==> src/include/aeg_pkg.sv <==
// package: constants and types for the addressing mode / address generator
//
// Behaviour
// - Ten operand addressing modes are decoded from the opcode.
// - Immediate operand is the byte after opcode; address is PC+1; two bytes.
// - Direct address is the second byte with upper byte zero.
// - Extended address is the two bytes after opcode; three bytes long.
// - Relative mode is only for branches; two bytes, one displacement byte.
// - Taken branch target is instruction address plus 2 plus signed displacement.
// - A branch not taken uses zero displacement and falls through.
// - Indexed no offset address is index zero-extended; one byte long.
// - Indexed 8-bit offset is unsigned offset plus index; two bytes long.
// - Indexed 16-bit offset is two-byte offset plus index; three bytes long.
// - Bit set/clear: byte after opcode is page-zero address, opcode picks bit.
// - Bit test: second byte addresses page zero, third is displacement.
// - Bit test copies the tested bit into carry, taken or not.
// - Implied mode has no effective address and is one byte long.
// - Set/clear act on page-zero RAM and I/O but not direction registers.
// - Bit test reaches all of page zero, ROM included.
// - Write-back of a control register returns the bit 7 value read, except when the opcode selects bit 7, which is forced.
// - Bit test opcode is 2n for branch-if-set, 01+2n for branch-if-clear.
package aeg_pkg;

	localparam int          AEG_AW        = 16;
	localparam logic [7:0]  AEG_PAGE_ZERO = 8'h00;
	localparam logic [15:0] AEG_REL_BASE  = 16'h0002;
	localparam logic [15:0] AEG_BTB_BASE  = 16'h0003;
	localparam int          AEG_SIGN_BIT  = 7;
	localparam int          AEG_FLAG_BIT  = 7;

	// instruction lengths in bytes
	localparam logic [1:0]  AEG_LEN1 = 2'h1;
	localparam logic [1:0]  AEG_LEN2 = 2'h2;
	localparam logic [1:0]  AEG_LEN3 = 2'h3;

	// opcode upper nibble groups and the full BSR opcode
	localparam logic [3:0]  AEG_OP_BTB  = 4'h0;
	localparam logic [3:0]  AEG_OP_BSC  = 4'h1;
	localparam logic [3:0]  AEG_OP_REL  = 4'h2;
	localparam logic [3:0]  AEG_OP_DIRM = 4'h3;
	localparam logic [3:0]  AEG_OP_IDX1 = 4'h6;
	localparam logic [3:0]  AEG_OP_IDX0 = 4'h7;
	localparam logic [3:0]  AEG_OP_IMM  = 4'hA;
	localparam logic [3:0]  AEG_OP_DIR  = 4'hB;
	localparam logic [3:0]  AEG_OP_EXT  = 4'hC;
	localparam logic [3:0]  AEG_OP_IDX2 = 4'hD;
	localparam logic [3:0]  AEG_OP_IDX1B = 4'hE;
	localparam logic [3:0]  AEG_OP_IDX0B = 4'hF;
	localparam logic [7:0]  AEG_OP_BSR  = 8'hAD;

	// default page-zero addresses of protected and flagged registers
	localparam logic [7:0]  AEG_DDR_A   = 8'h04;
	localparam logic [7:0]  AEG_DDR_B   = 8'h05;
	localparam logic [7:0]  AEG_DDR_C   = 8'h06;
	localparam logic [7:0]  AEG_SYS_CTL = 8'h07;
	localparam logic [7:0]  AEG_TMR_CTL = 8'h09;
	localparam logic [7:0]  AEG_ADC_CTL = 8'h0E;

	typedef enum logic [9:0] {
		AEG_M_IMM  = 10'h001,
		AEG_M_DIR  = 10'h002,
		AEG_M_EXT  = 10'h004,
		AEG_M_REL  = 10'h008,
		AEG_M_IX0  = 10'h010,
		AEG_M_IX1  = 10'h020,
		AEG_M_IX2  = 10'h040,
		AEG_M_BSC  = 10'h080,
		AEG_M_BTB  = 10'h100,
		AEG_M_IMP  = 10'h200
	} aeg_mode_type;

	typedef enum logic [9:0] {
		AEG_S_IDLE = 10'h001,
		AEG_S_FET1 = 10'h002,
		AEG_S_CAP1 = 10'h004,
		AEG_S_FET2 = 10'h008,
		AEG_S_CAP2 = 10'h010,
		AEG_S_EVAL = 10'h020,
		AEG_S_BRD  = 10'h040,
		AEG_S_BCAP = 10'h080,
		AEG_S_BWR  = 10'h100,
		AEG_S_DONE = 10'h200
	} aeg_state_type;

endpackage

==> src/logic/aeg_bit_unit.sv <==
// bit unit: forces or tests one selected bit of a byte
`timescale 1ns/1ps
`default_nettype none
module aeg_bit_unit (
	// operand
	input  wire logic [7:0] data_in,
	input  wire logic [2:0] bit_sel,
	input  wire logic       set_bit,
	// results
	output logic      [7:0] data_out,
	output logic            bit_val
);
	import aeg_pkg::*;

	// each bit passes through unless selected, then forced
	genvar i;
	generate
		for (i = 0; i < 8; i++) begin : g_bit
			assign data_out[i] = (bit_sel == 3'(i)) ? set_bit : data_in[i];
		end
	endgenerate

	// value of the selected bit for test and branch
	assign bit_val = data_in[bit_sel];
endmodule
`default_nettype wire

==> src/logic/aeg_core.sv <==
// address generator: addressing mode decode, operand fetch, bit operations
`timescale 1ns/1ps
`default_nettype none
module aeg_core #(
	parameter logic [7:0] DDR_A_ADDR   = aeg_pkg::AEG_DDR_A,
	parameter logic [7:0] DDR_B_ADDR   = aeg_pkg::AEG_DDR_B,
	parameter logic [7:0] DDR_C_ADDR   = aeg_pkg::AEG_DDR_C,
	parameter logic [7:0] SYS_CTL_ADDR = aeg_pkg::AEG_SYS_CTL,
	parameter logic [7:0] TMR_CTL_ADDR = aeg_pkg::AEG_TMR_CTL,
	parameter logic [7:0] ADC_CTL_ADDR = aeg_pkg::AEG_ADC_CTL
) (
	// clock and reset
	input  wire logic        clk,
	input  wire logic        sys_rst,
	// instruction from the decoder
	input  wire logic        start,
	input  wire logic [7:0]  opcode,
	input  wire logic [15:0] pc_in,
	input  wire logic [7:0]  index_x,
	input  wire logic        cond_true,
	// memory and i/o space
	output logic      [15:0] mem_addr,
	output logic             mem_rd,
	output logic             mem_wr,
	output logic      [7:0]  mem_wdata,
	input  wire logic [7:0]  mem_rdata,
	// results
	output logic             busy,
	output logic             done,
	output aeg_pkg::aeg_mode_type mode,
	output logic      [15:0] effective_address,
	output logic             addr_valid,
	output logic      [7:0]  operand,
	output logic      [1:0]  instr_len,
	output logic      [15:0] next_pc,
	output logic             carry_we,
	output logic             carry_val,
	output logic             ddr_skip,
	output logic             ctl_flag_hazard
);
	import aeg_pkg::*;

	typedef struct packed {
		aeg_state_type st;
		aeg_mode_type  mode;
		logic [7:0]    opc;
		logic [15:0]   pc;
		logic [7:0]    x;
		logic          cond;
		logic [7:0]    b1;
		logic [7:0]    b2;
		logic [15:0]   eff;
		logic          addr_vld;
		logic [15:0]   npc;
		logic [1:0]    len;
		logic [7:0]    opnd;
		logic          c_we;
		logic          c_val;
		logic [15:0]   maddr;
		logic          mrd;
		logic          mwr;
		logic [7:0]    mwd;
		logic          skip;
		logic          hazard;
	} aeg_regs_type;

	aeg_regs_type r_q;
	aeg_regs_type r_d;

	logic [7:0] mod_byte;
	logic       tested_bit;

	// bit forced or tested on the byte read back from page zero
	aeg_bit_unit u_bit (
		.data_in  (mem_rdata),
		.bit_sel  (r_q.opc[3:1]),
		.set_bit  (~r_q.opc[0]),
		.data_out (mod_byte),
		.bit_val  (tested_bit)
	);

	// opcode group to addressing mode
	function automatic aeg_mode_type mode_of(input logic [7:0] op);
		aeg_mode_type m;
		m = AEG_M_IMP;
		case (op[7:4])
			AEG_OP_BTB:   m = AEG_M_BTB;
			AEG_OP_BSC:   m = AEG_M_BSC;
			AEG_OP_REL:   m = AEG_M_REL;
			AEG_OP_DIRM:  m = AEG_M_DIR;
			AEG_OP_IDX1:  m = AEG_M_IX1;
			AEG_OP_IDX0:  m = AEG_M_IX0;
			AEG_OP_IMM:   m = (op == AEG_OP_BSR) ? AEG_M_REL : AEG_M_IMM;
			AEG_OP_DIR:   m = AEG_M_DIR;
			AEG_OP_EXT:   m = AEG_M_EXT;
			AEG_OP_IDX2:  m = AEG_M_IX2;
			AEG_OP_IDX1B: m = AEG_M_IX1;
			AEG_OP_IDX0B: m = AEG_M_IX0;
			default:      m = AEG_M_IMP;
		endcase
		return m;
	endfunction

	// instruction length per mode
	function automatic logic [1:0] len_of(input aeg_mode_type m);
		logic [1:0] l;
		l = AEG_LEN1;
		case (m)
			AEG_M_IMM: l = AEG_LEN2;
			AEG_M_DIR: l = AEG_LEN2;
			AEG_M_EXT: l = AEG_LEN3;
			AEG_M_REL: l = AEG_LEN2;
			AEG_M_IX0: l = AEG_LEN1;
			AEG_M_IX1: l = AEG_LEN2;
			AEG_M_IX2: l = AEG_LEN3;
			AEG_M_BSC: l = AEG_LEN2;
			AEG_M_BTB: l = AEG_LEN3;
			AEG_M_IMP: l = AEG_LEN1;
			default:   l = AEG_LEN1;
		endcase
		return l;
	endfunction

	logic [15:0] seq_pc;
	logic [15:0] rel_ext;
	logic [15:0] btb_ext;
	logic [15:0] addr_calc;
	logic        addr_has;
	logic        is_ddr;
	logic        is_ctl;
	logic        btb_taken;

	// address arithmetic; every sum wraps at 16 bits
	always_comb begin
		seq_pc  = 16'(r_q.pc + {14'h0000, r_q.len});
		rel_ext = {{8{r_q.b1[AEG_SIGN_BIT]}}, r_q.b1};
		btb_ext = {{8{r_q.b2[AEG_SIGN_BIT]}}, r_q.b2};
		addr_has  = 1'b1;
		addr_calc = 16'h0000;
		case (r_q.mode)
			AEG_M_IMM: addr_calc = 16'(r_q.pc + 16'h0001);
			AEG_M_DIR: addr_calc = {AEG_PAGE_ZERO, r_q.b1};
			AEG_M_EXT: addr_calc = {r_q.b1, r_q.b2};
			AEG_M_REL: addr_calc = 16'(r_q.pc + AEG_REL_BASE
				+ rel_ext);
			AEG_M_IX0: addr_calc = {AEG_PAGE_ZERO, r_q.x};
			AEG_M_IX1: addr_calc = {7'h00, {1'b0, r_q.b1}
				+ {1'b0, r_q.x}};
			AEG_M_IX2: addr_calc = 16'({r_q.b1, r_q.b2}
				+ {8'h00, r_q.x});
			AEG_M_BSC: addr_calc = {AEG_PAGE_ZERO, r_q.b1};
			AEG_M_BTB: addr_calc = {AEG_PAGE_ZERO, r_q.b1};
			AEG_M_IMP: addr_has  = 1'b0;
			default:   addr_has  = 1'b0;
		endcase
	end

	// page-zero targets that need special handling
	always_comb begin
		is_ddr = (r_q.b1 == DDR_A_ADDR) || (r_q.b1 == DDR_B_ADDR)
			|| (r_q.b1 == DDR_C_ADDR);
		is_ctl = (r_q.b1 == SYS_CTL_ADDR) || (r_q.b1 == TMR_CTL_ADDR)
			|| (r_q.b1 == ADC_CTL_ADDR);
		// even opcode branches on one, odd on zero
		btb_taken = (tested_bit == ~r_q.opc[0]);
	end

	// sequencer
	always_comb begin
		r_d     = r_q;
		r_d.mrd = 1'b0;
		r_d.mwr = 1'b0;
		case (r_q.st)
			AEG_S_IDLE: begin
				if (start) begin
					r_d.opc    = opcode;
					r_d.pc     = pc_in;
					r_d.x      = index_x;
					r_d.cond   = cond_true;
					r_d.mode   = mode_of(opcode);
					r_d.len    = len_of(mode_of(opcode));
					r_d.b1     = 8'h00;
					r_d.b2     = 8'h00;
					r_d.opnd   = 8'h00;
					r_d.addr_vld = 1'b0;
					r_d.c_we   = 1'b0;
					r_d.c_val  = 1'b0;
					r_d.skip   = 1'b0;
					r_d.hazard = 1'b0;
					if (len_of(mode_of(opcode)) == AEG_LEN1) begin
						r_d.st = AEG_S_EVAL;
					end else begin
						r_d.maddr = 16'(pc_in + 16'h0001);
						r_d.mrd   = 1'b1;
						r_d.st    = AEG_S_FET1;
					end
				end
			end
			AEG_S_FET1: begin
				r_d.st = AEG_S_CAP1;
			end
			AEG_S_CAP1: begin
				r_d.b1   = mem_rdata;
				r_d.opnd = mem_rdata;
				if (r_q.len == AEG_LEN3) begin
					r_d.maddr = 16'(r_q.pc + 16'h0002);
					r_d.mrd   = 1'b1;
					r_d.st    = AEG_S_FET2;
				end else begin
					r_d.st = AEG_S_EVAL;
				end
			end
			AEG_S_FET2: begin
				r_d.st = AEG_S_CAP2;
			end
			AEG_S_CAP2: begin
				r_d.b2 = mem_rdata;
				r_d.st = AEG_S_EVAL;
			end
			AEG_S_EVAL: begin
				r_d.eff      = addr_calc;
				r_d.addr_vld = addr_has;
				if (r_q.mode == AEG_M_REL) begin
					// not taken falls through with zero displacement
					r_d.npc = r_q.cond ? addr_calc : seq_pc;
				end else begin
					r_d.npc = seq_pc;
				end
				if ((r_q.mode == AEG_M_BSC) && is_ddr) begin
					r_d.skip = 1'b1;
					r_d.st   = AEG_S_DONE;
				end else if ((r_q.mode == AEG_M_BSC)
					|| (r_q.mode == AEG_M_BTB)) begin
					r_d.maddr = addr_calc;
					r_d.mrd   = 1'b1;
					r_d.st    = AEG_S_BRD;
				end else begin
					r_d.st = AEG_S_DONE;
				end
			end
			AEG_S_BRD: begin
				r_d.st = AEG_S_BCAP;
			end
			AEG_S_BCAP: begin
				r_d.opnd = mem_rdata;
				if (r_q.mode == AEG_M_BTB) begin
					r_d.c_we  = 1'b1;
					r_d.c_val = tested_bit;
					r_d.npc   = btb_taken
						? 16'(seq_pc + btb_ext) : seq_pc;
					r_d.st    = AEG_S_DONE;
				end else begin
					// write back the byte as read, one bit forced;
					// a flag set after the read is overwritten
					r_d.mwd    = mod_byte;
					r_d.hazard = is_ctl;
					r_d.mwr    = 1'b1;
					r_d.st     = AEG_S_BWR;
				end
			end
			AEG_S_BWR: begin
				r_d.st = AEG_S_DONE;
			end
			AEG_S_DONE: begin
				r_d.st = AEG_S_IDLE;
			end
			default: begin
				r_d.st = AEG_S_IDLE;
			end
		endcase
	end

	// state register
	always_ff @(posedge clk) begin
		if (sys_rst) begin
			r_q        <= '0;
			r_q.st     <= AEG_S_IDLE;
			r_q.mode   <= AEG_M_IMP;
			r_q.len    <= AEG_LEN1;
		end else begin
			r_q <= r_d;
		end
	end

	// outputs
	assign mem_addr          = r_q.maddr;
	assign mem_rd            = r_q.mrd;
	assign mem_wr            = r_q.mwr;
	assign mem_wdata         = r_q.mwd;
	assign busy              = (r_q.st != AEG_S_IDLE);
	assign done              = (r_q.st == AEG_S_DONE);
	assign mode              = r_q.mode;
	assign effective_address = r_q.eff;
	assign addr_valid        = r_q.addr_vld;
	assign operand           = r_q.opnd;
	assign instr_len         = r_q.len;
	assign next_pc           = r_q.npc;
	assign carry_we          = r_q.c_we;
	assign carry_val         = r_q.c_val;
	assign ddr_skip          = r_q.skip;
	assign ctl_flag_hazard   = r_q.hazard;
endmodule
`default_nettype wire

==> config.mk <==
export PLATFORM = sky130hd
export DESIGN_NAME = aeg_core
export DESIGN_NICKNAME = d
export VERILOG_FILES = /design/src/include/aeg_pkg.sv /design/src/logic/aeg_bit_unit.sv /design/src/logic/aeg_core.sv
export SDC_FILE = /design/constraint.sdc
export NUM_CORES = 1
export LEC_CHECK = 0
export ABC_CLOCK_PERIOD_IN_PS = 4400
export BUFFER_PORTS_ARGS = -buffer_cell sky130_fd_sc_hd__buf_2
export CORE_ASPECT_RATIO = 0.7
export CORE_MARGIN = 2
export CORE_UTILIZATION = 47
export CTS_CLUSTER_DIAMETER = 120
export DETAILED_ROUTE_END_ITERATION = 10
export GPL_TIMING_DRIVEN = 0
export HOLD_SLACK_MARGIN = 0.1
export PLACE_DENSITY = 0.65
export SLEW_MARGIN = 20
export SYNTH_ARGS = -nofsm -noshare
export SYNTH_HDL_FRONTEND = slang
export SYNTH_SLANG_ARGS = --single-unit
==> constraint.sdc <==
create_clock -name clk -period 4.4 [get_ports clk]
set_input_delay 0.22 -clock clk [delete_from_list [all_inputs] [get_ports clk]]
set_output_delay 0.22 -clock clk [all_outputs]
set_load 0.02 [all_outputs]
Yosys cells after proc, flatten, opt, wreduce, memory -nomap -nowiden
Index checks and enable logic that the tools add are counted.
- word-level logic and storage cells: 182
- bits in registers: 142
- output and inout port bits: 85
- bits of input ports: 44
- bitwise operators: 3
- $add $sub $neg: 8
- mux-type cells: 50
- equality and inequality tests: 64
- reduce and logical (&&, ||, !) cells: 35
- order comparisons: 1
- operators by type and width (operator ; count):
    $pmux W10 S9 ; 2
    $pmux W16 S7 ; 1
    $mux W69 ; 1
    $mux W17 ; 4
    $mux W16 ; 4
    $pmux W17 S3 ; 1
    $mux W10 ; 5
    $pmux W8 S2 ; 3
    $add A16 B1 Y16 const B ; 2
    $add A16 B16 Y16 ; 2
    $eq A8 B3 Y1 const B ; 4
    $pmux W16 S2 ; 1
    $eq A10 B1 Y1 const B ; 3
    $eq A10 B2 Y1 const B ; 3
    $eq A10 B3 Y1 const B ; 3
    $eq A10 B4 Y1 const B ; 3
    $eq A10 B6 Y1 const B ; 3
    $eq A10 B7 Y1 const B ; 3
    $eq A10 B8 Y1 const B ; 3
    $eq A10 B9 Y1 const B ; 3
    $mux W27 ; 1
    $eq A4 B4 Y1 const B ; 6
    $eq A10 B5 Y1 const B ; 2
    $add A16 B2 Y16 ; 1
    other kinds (40) ; 97

Longest topological paths before layout
Gate-level depths: netlist (run 1).
- word-level depth: 14
- gate-level depth with buffers: 16
- gate-level depth less buffers: 14

By module
A second synthesis (run 1) with hierarchy kept.
- cells, all modules: 1298
- area total of the unflattened synthesis: 10236.1 µm²
- modules (own cells, without submodules) (module ; area each (µm²) ; cells each ; sequential area each (µm²) ; times used):
    aeg_core ; 9984.6 ; 1268 ; 2762.6 ; 1
    aeg_bit_unit ; 251.5 ; 30 ; 0.0 ; 1

Least setup slack after synthesis (run 1)
No wires, ideal clock.
- path kind: register to register
- start: register r_q[99] (netlist name)
- end: register r_q (netlist bit next_pc[14])
- library setup time: 133 ps
- data required time: 4267 ps
- slack: 933 ps
- arrival: 3334 ps
- cell stages (with the launch flop): 14
- buffers on the path: 1
- period minus slack after synthesis: 3467 ps
- cells stage by stage: dfxtp_1 > ha_1 > and3_1 > and3_1 > clkbuf_1 > xor2_1 > ha_1 > a2111oi_0 > a211o_1 > a21oi_1 > o311ai_0 > nand3_1 > a221oi_1 > nor3_1
- cells in the longest elaborated chain, start to end: 6
- elaborated cells on any way between the ends: 11
- those cells by class: add/sub (5); mux (6)
- ends and longest elaborated chain (item ; line ; source):
    start: declaration ; aeg_core.sv:67 ; aeg_regs_type r_q;
    start signal: assignment ; aeg_core.sv:281 ; r_q <= r_d;
    $add A16 B2 Y16 ; aeg_core.sv:144 ; AEG_M_REL: addr_calc = 16'(r_q.pc + AEG_REL_BASE
    $add A16 B16 Y16 ; aeg_core.sv:145 ; + rel_ext);
    $pmux W16 S7 ; aeg_core.sv:140 ; case (r_q.mode)
    $mux W16 ; aeg_core.sv:225 ; r_d.npc = r_q.cond ? addr_calc : seq_pc;
    $mux W16 ; aeg_core.sv:223 ; if (r_q.mode == AEG_M_REL) begin
    $pmux W16 S2 * ; aeg_core.sv:173 ; case (r_q.st)
Every way passes the cells marked *; elsewhere a longest branch is shown, timed or not. The select of a mux whose other input is x is not followed.
A chain may end at the register's enable or synchronous reset.

Worst setup path after layout (run 1)
- start: register r_q[103] (netlist name)
- end: register r_q (netlist bit effective_address[13])
- cells in the longest elaborated chain, start to end: 3
- elaborated cells on any way between the ends: 4
- those cells by class: add/sub (3); mux (1)
- ends and longest elaborated chain (item ; line):
    $add A16 B2 Y16 ; aeg_core.sv:144
    $add A16 B16 Y16 ; aeg_core.sv:145
    $pmux W16 S7 * ; aeg_core.sv:140
Every way passes the cells marked *; elsewhere a longest branch is shown, timed or not.

==> impl_metrics.tcl, run 1 <==
set metrics [dict create \
    status "complete, no violations" \
    yosysTopAreaCell "dfxtp_1" \
    drc 0 \
    clockRootBuffer "clkbuf_16" \
    synth_mux_area_share_pct 1.37 \
    synth-main-ff-cell "dfxtp_1" \
    fmax_mhz 240 \
    synth_top_family_by_area "simple AND/OR/NAND/NOR gates" \
    slew_violations 0 \
    synth-edff-count 0 \
    viasPerCell 5.87 \
    crit_arrival_ns 4.49 \
    ctsLongestPathBuffers 2 \
    routed_wl_mm 37.0 \
    rsz0062_at_grt "no" \
    die-area_um2 22600 \
    cts_num_sinks 138 \
    synthCells 1305 \
    dpl.cell_count 1709 \
    initialDrtViolationCount 1188 \
    crit_path_end_kind "flop" \
    required_ns 4.71 \
    period_share_pct 94.9 \
    clk_latency_ns 0.45 \
    fp.dieH_um 126 \
    clkTransAtPathRegs_ns 0.07 \
    grt_pass1_vias 9509 \
    yosysWarnings 0 \
    io_buffers 124 \
    synthTopCellsByArea "dfxtp_1, ha_1, nand2_1, a21oi_1, buf_4" \
    grt_util_all_layers_pct 33.1 \
    yosys.area_share.simple_pct 24.0 \
    post-route-min-period_ns 4.17 \
    cap_violations 0 \
    synth_compound_area_share_pct 21.8 \
    start_util_pct 48.1 \
    syn-cell-area_um2 10000 \
    area_growth_syn_to_layout_pct 18.8 \
    cts_made_buffers 17 \
    clock_skew_ns 0.0133 \
    wl_per_cell_um 20.9 \
    max_slew_margin_pct 19.6 \
    p_total_w 0.00347 \
    finalNetCount 1581 \
    yosysSeqAreaShare_pct 27.5 \
    hold_viol 0 \
    place_congestion 0.979 \
    drtPass1Iterations 5 \
    antenna_found_initial 1 \
    core-area_um2 20900 \
    synth_top_area_share_pct 27.5 \
    ant_nets 0 \
    instances_no_fill 1770 \
    hold_class "primary input to flop" \
    synthAdderAreaFrac_pct 7.48 \
    grt_pass1_wl_mm 56.0 \
    yosys.cell_types.count 82 \
    setup-violations-final 0 \
    syn_avg_cell_area_um2 7.69 \
    fp-row-count 44 \
    crit_path_start_kind "flop" \
    h-tree-depth 4 \
    vias 10400 \
    layout-drive-gt1-share_pct 19.0 \
    grt_start_max_net_pins 17 \
    worst_slew_pin_slew_ns 1.21 \
    ios 129 \
    critPathKind "flop to flop" \
    dp_hpwl_mm 28.4 \
    p_leak_nw 5.16 \
    grt-ovfl-total 0 \
    cts_tree "done" \
    powerDensity_nw_per_um2 291 \
    irDropWorstVdd_v 0.000253 \
    die_w_um 179 \
    synthArstFlopShare_pct 0 \
    crit_fanout 10 \
    synth_seq_cells 138 \
    synthXorXnorAreaFrac_pct 8.37 \
    syn_nets 1406 \
]
[power by group]
group / internal (W) / switching [W] / leakage [nW]
clock: 0.000754 / 0.000689 / 0.278
combinational: 0.000248 / 0.000438 / 3.76
sequential: 0.00130 / 0.0000499 / 1.12
total: 0.00230 / 0.00118 / 5.16
[critical path, cell delays in order, from the launching register on]
cell       delay, ns
dfxtp_1         0.32
clkbuf_1        0.33
and4_2          0.43
nand2_1         0.16
xnor2_1         0.26
ha_1            0.34
a2111oi_1       0.51
a211o_1         0.23
a21o_1          0.19
nor3b_1         0.26
xor2_1          0.31
o221ai_1        0.17
a211oi_1        0.44
nor3_1          0.08
[metal layers]
metal / share of wire, % / track usage (%)
met5: 0.035 / 0
met4: 2.5 / 9.52
met1: 46 / 49.0
met2: 40 / 45.5
met3: 12 / 10.5
[logic make-up (layout without fill, tap and decap cells)]
| family | after synthesis | in the layout |
|---|---|---|
| xor+xnor | 96 | 96 |
| fa+ha+maj | 57 | 57 |
| flops | 138 | 138 |
| buf+inv | 170 | 358 |
| other cells | 0 | 1 |
| compound gates | 334 | 334 |
| mux | 11 | 11 |
| simple gates | 499 | 499 |
[Yosys cell counts (all sizes together), types with 13 or more instances]
master  instances
a22oi          37
a21oi         119
clkbuf         56
inv            19
nor3           30
nand2         171
xnor2          61
a221oi         13
dfxtp         138
ha             52
a21o           18
and3           18
nand3          55
nor2          121
a211oi         20
nor4           13
xor2           35
buf            95
o21ai          43
nand2b         16
[sequential cells by signal (all words and copies together), names as in the netlist, 2 cells and up]
register	count
next_pc	16
btb_ext	8
instr_len	2
r_q	47
mem_addr	16
mem_wdata	8
effective_address	16
mode	10
operand	8
[layout make-up]
class / count / area (µm²)
Clock inverter: 15 / 145
Tap cell: 276 / 345
Timing Repair Buffer: 159 / 956
Antenna cell: 1 / 2.50
Fill cell: 2019 / 8930
Buffer: 148 / 870
Multi-Input combinational cell: 997 / 6350
Clock buffer: 17 / 425
Sequential cell: 138 / 2760
Inverter: 19 / 71.3
[layout by cell type (no fill, tap or decap), drive strengths merged, types with 16 or more instances in the layout]
master	count
nand3	55
dfxtp	138
nor3	30
nand2b	16
nand2	171
a21o	18
inv	30
a211oi	20
nor2	121
xor2	35
buf	223
a22oi	37
dlygate4sd3	31
ha	52
and3	18
xnor2	61
clkbuf	70
a21oi	119
o21ai	43
[path summary, 6_finish.rpt]
path	from	end	slack (ns)	depth (start not counted)
setup / recovery	r_q[103]$_SDFFE_PP0P_	effective_address[13]$_SDFFE_PP0P_	0.23	13
hold / removal	pc_in[0]	r_q[98]$_SDFFE_PP0P_	0.11	3
hold reg to reg	mem_addr[11]$_SDFFE_PP0P_	mem_addr[11]$_SDFFE_PP0P_	0.46	2
setup reg to reg	r_q[103]$_SDFFE_PP0P_	effective_address[13]$_SDFFE_PP0P_	0.23	13
[per-stage QoR]
stage | instance area (µm²) | TNS [ns] | util (%) | hold WS (ns) | setup WS (ns)
2_1_floorplan | 10000 | 0 | - | 0.360 | 0.933
3_5_place_dp | 11100 | -0.123 | 53.0 | 0.443 | -0.116
6_report | 11900 | 0 | 57.2 | 0.107 | 0.226
5_1_grt | 11900 | 0 | 57.2 | 0.120 | 0.0629
3_3_place_gp | 11000 | -0.0489 | 52.7 | 0.442 | -0.0314
4_1_cts | 11900 | 0 | 57.2 | 0.103 | 0.0713
[timing repair]
action / CTS / global route
setup buffers: 0 / 0
resized for setup: 3 / 3
endpoints found under the hold margin: 31 / 0
pin swaps: 0 / 0
hold buffers: 31 / 0
endpoints found under the setup margin: 3 / 9
No activity file was read; power rests on OpenSTA's default activity.
==> run 2, diff against run 1 <==
--- a/config.mk
+++ b/config.mk
@@ -9,12 +9,12 @@
 export BUFFER_PORTS_ARGS = -buffer_cell sky130_fd_sc_hd__buf_2
 export CORE_ASPECT_RATIO = 0.7
 export CORE_MARGIN = 2
-export CORE_UTILIZATION = 47
+export CORE_UTILIZATION = 50
 export CTS_CLUSTER_DIAMETER = 120
 export DETAILED_ROUTE_END_ITERATION = 10
 export GPL_TIMING_DRIVEN = 0
 export HOLD_SLACK_MARGIN = 0.1
-export PLACE_DENSITY = 0.65
+export PLACE_DENSITY = 0.68
 export SLEW_MARGIN = 20
 export SYNTH_ARGS = -nofsm -noshare
 export SYNTH_HDL_FRONTEND = slang
==> impl_metrics.tcl, run 2 (synthesis results as in run 1) <==
set metrics [dict create \
    cts_made_buffers 17 \
    start_util_pct 50.8 \
    area_growth_syn_to_layout_pct 19.1 \
    worst_path_most_repeated_cell "a211oi_1" \
    fp.dieH_um 123 \
    grt_util_all_layers_pct 34.6 \
    hold_class "primary input to flop" \
    finalNetCount 1582 \
    drc 0 \
    h-tree-depth 4 \
    worst_slew_pin_slew_ns 1.30 \
    switching_share_pct 33.6 \
    io_buffers 124 \
    switchingPower_w 0.00119 \
    grt_util_met3_pct 7.53 \
    critPathKind "flop to flop" \
    fp-row-count 43 \
    p_leak_nw 5.18 \
    grt_start_max_net_pins 17 \
    clock_skew_ns 0.00906 \
    share_seq_of_total_power_pct 37.9 \
    top_register "r_q" \
    die_w_um 173 \
    crit_path_end_kind "flop" \
    fmax_mhz 238 \
    powerDensity_nw_per_um2 297 \
    ff2ff_setup_slack_ns 0.19 \
    final_cell_mix "nand2_1, dfxtp_1, buf_2, nor2_1, a21oi_1" \
    wl_per_cell_um 21.2 \
    antenna_found_initial 0 \
    clockRootBuffer "clkbuf_16" \
    grt_pass1_vias 9431 \
    crit_fanout 10 \
    drtPass1Iterations 8 \
    largest_reg_flops 47 \
    viasPerCell 5.99 \
    status "complete, no violations" \
    r2r_start "r_q[103]$_SDFFE_PP0P_" \
    cts_num_sinks 138 \
    rsz0062_at_grt "no" \
    worstHoldEndpoint "r_q[86]$_SDFFE_PP0P_" \
    slew_violations 0 \
    intPower_w 0.00236 \
    worstHoldStart "mem_rdata[5]" \
    period_share_pct 95.6 \
    core-area_um2 19700 \
    max_slew_margin_pct 13.1 \
    top_usage_layer "met1" \
    seq_area_um2 2760 \
    ant_nets 0 \
    p_total_w 0.00355 \
    r2r-end "effective_address[13]$_SDFFE_PP0P_" \
    vias 10600 \
    cap_violations 0 \
    nFillCells 1839 \
    clk_latency_ns 0.45 \
    gr-usage-met2_pct 49.6 \
    final_common_cell "nand2_1" \
    min_path_cells 3 \
    post-route-min-period_ns 4.21 \
    hold_viol 0 \
    die-area_um2 21200 \
    slowest_delay_ns 0.48 \
    grt_pass1_wl_mm 55.7 \
    routed_wl_mm 37.3 \
    layout-drive-gt1-share_pct 18.9 \
    crit_chain "clkbuf_1, and4_1, nand2_1, xnor2_1, ha_1, o211a_1, a211oi_1, a211o_1, a21o_1, nor3b_1, xor2_1, o221ai_1, a211oi_1, nor3_1" \
    required_ns 4.71 \
    slowest_stage "and4_1" \
    place_congestion 0.994 \
    irDropWorstVdd_v 0.000233 \
    crit_path_start_kind "flop" \
    multi_input_comb_area_um2 6350 \
    grt-ovfl-total 0 \
    ff2ff_path_depth 14 \
    clkTransAtPathRegs_ns 0.07 \
    initialDrtViolationCount 1279 \
    cts_tree "done" \
    fin_util_pct 60.5 \
    combPwrFrac_pct 19.5 \
    dp_hpwl_mm 28.4 \
    diodes 0 \
    worst_path_dominant_cell_family "compound AO/OA/AOI/OAI gates" \
    crit_arrival_ns 4.52 \
    ctsLongestPathBuffers 2 \
    ios 129 \
    p_clk_share_pct 42.6 \
    setup-violations-final 0 \
    use_met1_pct 51.4 \
    critPathBufInv 1 \
]
## run 2: through the flow
step	setup slack (ns)	setup TNS [ns]	std cells	area [µm²]	hold slack, ns
CTS	0.0711	0	1766	12000	0.101
global placement	-0.0427	-0.0737	1699	11000	0.442
global route	0.00851	0	1764	12000	0.117
detailed placement	-0.0589	-0.0831	1703	11000	0.446
floorplan	0.933	0	1305	10000	0.360
finish	0.193	0	1764	12000	0.106
## run 2: cell type report
| cell class | instances | share of cell area [%] |
|---|---|---|
| clock inverter | 15 | 1.42 |
| multi-input combinational | 997 | 53.2 |
| timing repair buffer | 159 | 8.02 |
| sequential | 138 | 23.1 |
| clock buffer | 17 | 3.56 |
| buffer | 149 | 7.31 |
| inverter | 19 | 0.597 |
| tap | 270 | 2.83 |
## run 2: worst max-delay path by stage
stage                                              end                   from  depth (start not counted)  slack (ns)
CTS                 effective_address[13]$_SDFFE_PP0P_  r_q[100]$_SDFFE_PP0P_                         14        0.07
global placement               next_pc[6]$_SDFFE_PP0P_   r_q[99]$_SDFFE_PP0P_                         11       -0.04
floorplan                     next_pc[14]$_SDFFE_PP0P_   r_q[99]$_SDFFE_PP0P_                         13        0.93
global route        effective_address[13]$_SDFFE_PP0P_  r_q[102]$_SDFFE_PP0P_                         14       0.009
finish              effective_address[13]$_SDFFE_PP0P_  r_q[103]$_SDFFE_PP0P_                         14        0.19
detailed placement            next_pc[14]$_SDFFE_PP0P_   r_q[99]$_SDFFE_PP0P_                         13       -0.06
## run 2: what timing repair did
item	4_1_cts	5_1_grt
setup buffers	0	0
setup endpoints to repair	2	12
hold buffers	31	0
hold endpoints to repair	31	0
resized for setup	2	4
## run 2: worst register-to-register path, cell delays in order (launching register included)
cell      delay, ns
dfxtp_1        0.31
clkbuf_1       0.36
and4_1         0.48
nand2_1        0.18
xnor2_1        0.28
ha_1           0.35
o211a_1        0.15
a211oi_1       0.30
a211o_1        0.19
a21o_1         0.19
nor3b_1        0.25
xor2_1         0.39
o221ai_1       0.16
a211oi_1       0.39
nor3_1         0.08
## run 2: layer usage
metal,part of all wire (%),up-vias
li1,-,4962
met1,46,4978
met4,2.7,0
met5,0,-
met3,11,83
met2,40,546
## run 2: power groups by stage
stage / sequential [W] / clock [W] / combinational [W]
4_1_cts: 0.00134 / 0.00150 / 0.000677
2_1_floorplan: 0.00135 / 0 / 0.000435
6_report: 0.00134 / 0.00151 / 0.000693
5_1_grt: 0.00135 / 0.00156 / 0.000746
3_5_place_dp: 0.00137 / 0 / 0.000652
3_3_place_gp: 0.00137 / 0 / 0.000640
